`src/design/sprc_pkg.sv`:
```
// Package of offsets, field positions and reset values for the control block
package sprc_pkg;
  // Register offsets
  localparam logic [7:0] POWER_CONFIGURATION_ADDR  = 8'h0c;
  localparam logic [7:0] BLOCK_RESET_CONTROL_ADDR  = 8'h0e;
  localparam logic [7:0] OUTPUT_DRIVE_CONTROL_ADDR = 8'h12;
  localparam logic [7:0] BIAS_LEVEL_ADDR           = 8'h13;
  // Power configuration fields
  localparam int PWR_STANDBY_BIT    = 0;
  localparam int PWR_CLAMP_FORCE    = 1;
  localparam int PWR_CLAMP_SRC      = 2;
  localparam int PWR_BIAS_EXT_RES   = 3;
  localparam int PWR_BIAS_GEN_EN    = 4;
  localparam logic [7:0] PWR_USED_MASK = 8'h1f;
  // Reset control fields
  localparam int RST_FULL_SOFT      = 0;
  localparam int RST_STATE          = 1;
  localparam int RST_SENSOR_IF      = 2;
  localparam int RST_POST_ADC       = 3;
  localparam int RST_CONV_CHAIN     = 4;
  localparam logic [7:0] RST_USED_MASK = 8'h1f;
  // Output drive fields and bias level mask
  localparam int DRV_PIXEL_BUS      = 0;
  localparam int DRV_CTRL_OUTS      = 1;
  localparam logic [7:0] DRV_USED_MASK = 8'h03;
  localparam logic [7:0] BIAS_USED_MASK = 8'h7f;
  // Reset values
  localparam logic [7:0] POWER_CONFIGURATION_RST  = 8'h00;
  localparam logic [7:0] BLOCK_RESET_CONTROL_RST  = 8'h00;
  localparam logic [7:0] OUTPUT_DRIVE_CONTROL_RST = 8'h02;
  localparam logic [7:0] BIAS_LEVEL_RST           = 8'h00;
  localparam logic [7:0] STATE_RST                = 8'h00;
endpackage : sprc_pkg

```
`src/design/sprc_ctl.sv`:
```
// Power, block reset and output drive control registers of the sensor
`timescale 1ns/1ps
`default_nettype none
module sprc_ctl (
  // Clock and reset
  input  wire  logic       i_core_clk,
  input  wire  logic       i_resetn,
  // Register write and read port
  input  wire  logic       i_reg_wr,
  input  wire  logic       i_reg_rd,
  input  wire  logic [7:0] i_reg_addr,
  input  wire  logic [7:0] i_reg_wdata,
  output var   logic [7:0] o_reg_rdata,
  output var   logic       o_reg_rvalid,
  // Block state inputs to hold, one byte per block
  input  wire  logic       i_if_load,
  input  wire  logic [7:0] i_if_data,
  input  wire  logic       i_pad_load,
  input  wire  logic [7:0] i_pad_data,
  input  wire  logic       i_asp_load,
  input  wire  logic [7:0] i_asp_data,
  // Power controls
  output var   logic       o_soft_standby,
  output var   logic       o_bias_gen_en,
  output var   logic       o_bias_ext_res,
  output var   logic       o_clamp_force_on,
  output var   logic       o_clamp_internal,
  output var   logic [6:0] o_bias_level,
  // Block states and hold-in-reset levels
  output var   logic [7:0] o_if_state,
  output var   logic [7:0] o_pad_state,
  output var   logic [7:0] o_asp_state,
  output var   logic       o_run_halt,
  // Output enables, low while driving
  output var   logic       o_ctrl_outs_oe_n,
  output var   logic       o_pixel_bus_oe_n
);

  // Register storage
  logic [7:0] power_configuration;
  logic [7:0] block_reset_control;
  logic [7:0] output_drive_control;
  logic [7:0] bias_level;
  logic       next_full_rst;
  logic       wr_pwr;
  logic       wr_rst;
  logic       wr_drv;
  logic       wr_bias;

  // Address match helper used by each write strobe
  function automatic logic hit(input logic [7:0] a, input logic [7:0] r);
    hit = (a == r);
  endfunction : hit

  assign wr_pwr  = i_reg_wr
                && hit(i_reg_addr, sprc_pkg::POWER_CONFIGURATION_ADDR);
  assign wr_rst  = i_reg_wr
                && hit(i_reg_addr, sprc_pkg::BLOCK_RESET_CONTROL_ADDR);
  assign wr_drv  = i_reg_wr
                && hit(i_reg_addr, sprc_pkg::OUTPUT_DRIVE_CONTROL_ADDR);
  assign wr_bias = i_reg_wr && hit(i_reg_addr, sprc_pkg::BIAS_LEVEL_ADDR);

  // Full reset from pin or full soft reset bit
  // full soft reset
  assign next_full_rst = !i_resetn
                      || block_reset_control[sprc_pkg::RST_FULL_SOFT];

  // Power configuration register, unused bits kept zero
  // standby bit stored
  always_ff @(posedge i_core_clk) begin
    if (next_full_rst) begin
      power_configuration <= sprc_pkg::POWER_CONFIGURATION_RST;
    end else if (wr_pwr) begin
      power_configuration <= i_reg_wdata & sprc_pkg::PWR_USED_MASK;
    end
  end

  // Reset control register; only the pin clears it, host writes 0 back
  // host clears bits
  always_ff @(posedge i_core_clk) begin
    if (!i_resetn) begin
      block_reset_control <= sprc_pkg::BLOCK_RESET_CONTROL_RST;
    end else if (wr_rst) begin
      block_reset_control <= i_reg_wdata & sprc_pkg::RST_USED_MASK;
    end
  end

  // Output drive control register
  always_ff @(posedge i_core_clk) begin
    if (next_full_rst) begin
      output_drive_control <= sprc_pkg::OUTPUT_DRIVE_CONTROL_RST;
    end else if (wr_drv) begin
      output_drive_control <= i_reg_wdata & sprc_pkg::DRV_USED_MASK;
    end
  end

  // Bias level register
  always_ff @(posedge i_core_clk) begin
    if (next_full_rst) begin
      bias_level <= sprc_pkg::BIAS_LEVEL_RST;
    end else if (wr_bias) begin
      bias_level <= i_reg_wdata & sprc_pkg::BIAS_USED_MASK;
    end
  end

  // Sensor interface state, cleared by its own, state or full reset
  // sensor if reset
  always_ff @(posedge i_core_clk) begin
    if (next_full_rst
        || block_reset_control[sprc_pkg::RST_SENSOR_IF]
        || block_reset_control[sprc_pkg::RST_STATE]) begin
      o_if_state <= sprc_pkg::STATE_RST;
    end else if (i_if_load && !o_soft_standby) begin
      o_if_state <= i_if_data;
    end
  end

  // Post converter state
  // post adc reset
  always_ff @(posedge i_core_clk) begin
    if (next_full_rst
        || block_reset_control[sprc_pkg::RST_POST_ADC]
        || block_reset_control[sprc_pkg::RST_STATE]) begin
      o_pad_state <= sprc_pkg::STATE_RST;
    end else if (i_pad_load && !o_soft_standby) begin
      o_pad_state <= i_pad_data;
    end
  end

  // Converter chain state, cleared to zero
  // chain reset
  always_ff @(posedge i_core_clk) begin
    if (next_full_rst
        || block_reset_control[sprc_pkg::RST_CONV_CHAIN]
        || block_reset_control[sprc_pkg::RST_STATE]) begin
      o_asp_state <= sprc_pkg::STATE_RST;
    end else if (i_asp_load && !o_soft_standby) begin
      o_asp_state <= i_asp_data;
    end
  end

  // Halt while state or full reset bit is still set
  // resume on clear
  always_ff @(posedge i_core_clk) begin
    if (!i_resetn) begin
      o_run_halt <= 1'b1;
    end else begin
      o_run_halt <= block_reset_control[sprc_pkg::RST_STATE]
                 || block_reset_control[sprc_pkg::RST_FULL_SOFT];
    end
  end

  // Power control outputs decoded from the register
  always_ff @(posedge i_core_clk) begin
    if (next_full_rst) begin
      o_soft_standby   <= 1'b0;
      o_bias_gen_en    <= 1'b0;
      o_bias_ext_res   <= 1'b0;
      o_clamp_force_on <= 1'b0;
      o_clamp_internal <= 1'b1;
      o_bias_level     <= 7'h00;
    end else begin
      o_soft_standby   <= power_configuration[sprc_pkg::PWR_STANDBY_BIT];
      o_bias_gen_en    <= power_configuration[sprc_pkg::PWR_BIAS_GEN_EN];
      o_bias_ext_res   <= power_configuration[sprc_pkg::PWR_BIAS_EXT_RES];
      o_clamp_force_on <= power_configuration[sprc_pkg::PWR_CLAMP_SRC]
                       && power_configuration[sprc_pkg::PWR_CLAMP_FORCE];
      o_clamp_internal <= !power_configuration[sprc_pkg::PWR_CLAMP_SRC];
      o_bias_level     <= power_configuration[sprc_pkg::PWR_BIAS_GEN_EN]
                        ? bias_level[6:0] : 7'h00;
    end
  end

  // Output enables, active low
  always_ff @(posedge i_core_clk) begin
    if (next_full_rst) begin
      o_ctrl_outs_oe_n <= 1'b0;
      o_pixel_bus_oe_n <= 1'b1;
    end else begin
      o_ctrl_outs_oe_n <= !output_drive_control[sprc_pkg::DRV_CTRL_OUTS];
      o_pixel_bus_oe_n <= !output_drive_control[sprc_pkg::DRV_PIXEL_BUS];
    end
  end

  // Read data, one cycle after the read strobe; unmapped reads zero
  always_ff @(posedge i_core_clk) begin
    if (!i_resetn) begin
      o_reg_rdata  <= 8'h00;
      o_reg_rvalid <= 1'b0;
    end else begin
      o_reg_rvalid <= i_reg_rd;
      if (i_reg_rd) begin
        case (i_reg_addr)
          sprc_pkg::POWER_CONFIGURATION_ADDR:
            o_reg_rdata <= power_configuration;
          sprc_pkg::BLOCK_RESET_CONTROL_ADDR:
            o_reg_rdata <= block_reset_control;
          sprc_pkg::OUTPUT_DRIVE_CONTROL_ADDR:
            o_reg_rdata <= output_drive_control;
          sprc_pkg::BIAS_LEVEL_ADDR:
            o_reg_rdata <= bias_level;
          default:
            o_reg_rdata <= 8'h00;
        endcase
      end
    end
  end

endmodule : sprc_ctl
`default_nettype wire

```
`config.mk`:
```
export PLATFORM = sky130hd
export DESIGN_NAME = sprc_ctl
export DESIGN_NICKNAME = d
export VERILOG_FILES = /design/src/design/sprc_pkg.sv /design/src/design/sprc_ctl.sv
export SDC_FILE = /design/constraint.sdc
export NUM_CORES = 1
export LEC_CHECK = 0
export CAP_MARGIN = 20
export CORE_AREA = 2 2 90 92
export CTS_CLUSTER_DIAMETER = 100
export DETAILED_ROUTE_END_ITERATION = 12
export DIE_AREA = 0 0 92 94
export DONT_BUFFER_PORTS = 1
export PLACE_DENSITY = 0.56
export SLEW_MARGIN = 20
export SYNTH_ARGS = -nofsm -noshare
export SYNTH_HDL_FRONTEND = slang
export SYNTH_SLANG_ARGS = --single-unit
```
`constraint.sdc`:
```
create_clock -name i_core_clk -period 1.8 [get_ports i_core_clk]
set_input_delay 0.27 -clock i_core_clk [delete_from_list [all_inputs] [get_ports i_core_clk]]
set_output_delay 0.27 -clock i_core_clk [all_outputs]
set_load 0.03 [all_outputs]
```
==> flow_summary.yaml <==
status:
  status: "finished clean"
sta:
  fmax_mhz: 756.3
  finalClockSkew_ns: 0.009489
  period_share: 0.7345
  period_minus_slack_ns: 1.322
  fin_ws_ns: 0.4778
  hold_ws_ns: 0.05468
  rsz0062_at_grt: "no"
  fin_tns_setup_ns: 0
  tightest_slew_ns: 0.5023
  setup_violations: 0
  final_max_slew_viol_count: 0
  relSlewSlack: 0.6606
  hold_viol: 0
global_routing:
  track_usage: 0.1256
  antenna_found_initial: 0
  first_global_vias: 1623
  grt_max_degree: 30
  grt_overflow: 0
  grt_first_pass_wirelength_mm: 8.142
layout:
  final_cell_mix: "66 x dfxtp_1, 47 x mux2i_1, 34 x nand2_1"
  num_antenna_cells: 0
  final_common_cell: "dfxtp_1"
  n_fill_cell: 779
  layout-drive-gt1-share: 0.1225
  instances_no_fill: 355
  syn_to_final_growth_pct: 15.14
  fin_nets: 295
job:
  cap_violations: 0
clock_tree:
  htree_levels: 3
  cts_tree: "done"
  cts_buffers: 9
  clkLatencyLatePin_ns: 0.33
  cts_setup_buffers: 0
  clk_path_buf_depth: 2
  cts_sinks: 66
  holdBufCountCts: 0
  cts.clk_slew.worst_paths_ns: 0.08
  ctsRootBufferMaster: "clkbuf_8"
  cts_resized: 0
placed_design:
  io_buffer_count: 0
  placedCellCount: 339
  gp_congestion: 0.7822
  dp_slack_ns: 0.1250
  dpl.hpwl_mm: 3.914
floorplan:
  die_w_um: 92
  num_io_pins: 95
  dieArea_um2: 8648
  num_rows: 32
  core-area_um2: 7607
  initial_core_util: 0.3258
  die_h_um: 94
logic_synthesis:
  synth_edf_count: 0
  synth.area.top_cells: "dfxtp_1 53%, mux2i_1 19%, nand2_1 5.1%, nor2_1 3.9%, and3_1 2.0%"
  yosysWarnings: 0
  synth.yosys.seq_area_share: 0.5331
  syn_avg_cell_area_um2: 10.24
  synth_async_sr_flop_share: 0
  synth_cell_type_count: 30
  synth_area_um2: 2479
  syn_nets: 289
  synth_top_cell_by_area: "dfxtp_1"
  synthesis.instances: 242
  synth_top_area_frac: 0.5331
  ys_ff_latch: 66
  ys.flop_type: "dfxtp_1"
power_and_ir_drop:
  vdd_ir_drop_max_mv: 0.5029
  p_per_area_nw_per_um2: 1122
  p_leak_uw: 0.001216
critical_path:
  endpoint: "power_configuration[2]$_SDFFE_PP0P_"
  worst_setup_path_end_kind: "flip-flop"
  r2r_slack_ns: 0.59
  cp-startpoint: "i_reg_addr[5]"
  crit_arrival_ns: 1.53
  cp.required_ns: 2.01
  path_max_fanout: 5
  critPathLaunchType: "primary input"
  reg2regPathDepth: 3
  path_class: "primary input to flip-flop"
  regToRegStartpoint: "block_reset_control[0]$_SDFFE_PN0P_"
  r2r_end: "o_asp_state[6]$_SDFFE_PP0P_"
routing:
  antenna_left: 0
  via_per_inst: 4.806
  drt_iter0_markers: 58
  finalWirelength_mm: 5.232
  vias: 1706
  drc: 0
  wl_per_cell_um: 14.74
  drt-pass1-iter-count: 5
min_path:
  hold_class: "primary input to flip-flop"
==> per-layer routing <==
metal	up-vias	GRT usage	routed length [um]
li1	833	-	-
met1	786	0.1591	2349
met2	83	0.1801	2263
met3	4	0.06340	565
met4	0	0.05224	53
met5	-	0	0
==> where the power goes <==
| part | internal, uW | switching [uW] |
|---|---|---|
| clock network | 925 | 567 |
| registers | 1490 | 88.5 |
| logic | 59.6 | 67.1 |
==> worst min-delay path by stage <==
| stage | depth (start not counted) | start | endpoint |
|---|---|---|---|
| finish | 1 | i_reg_rd | o_reg_rvalid$_SDFF_PN0_ |
| global route | 1 | i_reg_rd | o_reg_rvalid$_SDFF_PN0_ |
| CTS | 1 | i_reg_rd | o_reg_rvalid$_SDFF_PN0_ |
| detailed placement | 1 | i_reg_rd | o_reg_rvalid$_SDFF_PN0_ |
| global placement | 1 | i_reg_rd | o_reg_rvalid$_SDFF_PN0_ |
| floorplan | 1 | output_drive_control[0]$_SDFFE_PP0P_ | o_pixel_bus_oe_n$_SDFF_PP1_ |
==> state kept, by name (all words and copies together) (netlist names), 2 cells and up <==
signal	cells
bias_level	7
block_reset_control	5
o_asp_state	8
o_bias_level	7
o_if_state	8
o_pad_state	8
o_reg_rdata	7
output_drive_control	2
power_configuration	5
==> final cells by class <==
cell class	count	area [um^2]	area share
clock inverter	6	115.1	0.04033
tap	102	127.6	0.04472
timing repair buffer	10	75.07	0.02630
clock buffer	10	127.6	0.04472
sequential	66	1321	0.4630
multi-input combinational	156	1069	0.3744
inverter	5	18.77	0.006576
==> per-stage QoR <==
step           power (uW)  cell area [um^2]  utilization
2_1_floorplan        1731              2479            -
3_3_place_gp         1742              2611       0.3433
3_5_place_dp         1746              2611       0.3433
4_1_cts              3259              2854       0.3752
5_1_grt              3360              2854       0.3752
6_report             3202              2854       0.3752
==> worst max-delay path: stages <==
cell and delay, ns:
or4b_4 0.57, or3_1 0.52, mux2i_1 0.16
==> Yosys cell counts (all sizes together), types with 4 or more instances <==
cell     n
dfxtp   66
mux2i   47
nand2   34
nor2    26
clkbuf  11
and3     8
inv      5
nor2b    5
buf      4
nand2b   4
or3      4
==> cell families (layout without fill, tap and decap cells) <==
| group | count (synthesis) | in the layout | synth area share |
|---|---|---|---|
| buf+inv | 20 | 31 | 0.03584 |
| other cells | 1 | 1 | 0.001513 |
| simple gates | 93 | 93 | 0.1903 |
| mux | 50 | 50 | 0.2034 |
| flops | 66 | 66 | 0.5331 |
| compound gates | 12 | 12 | 0.03584 |
Power figures use the tool's default switching activity.
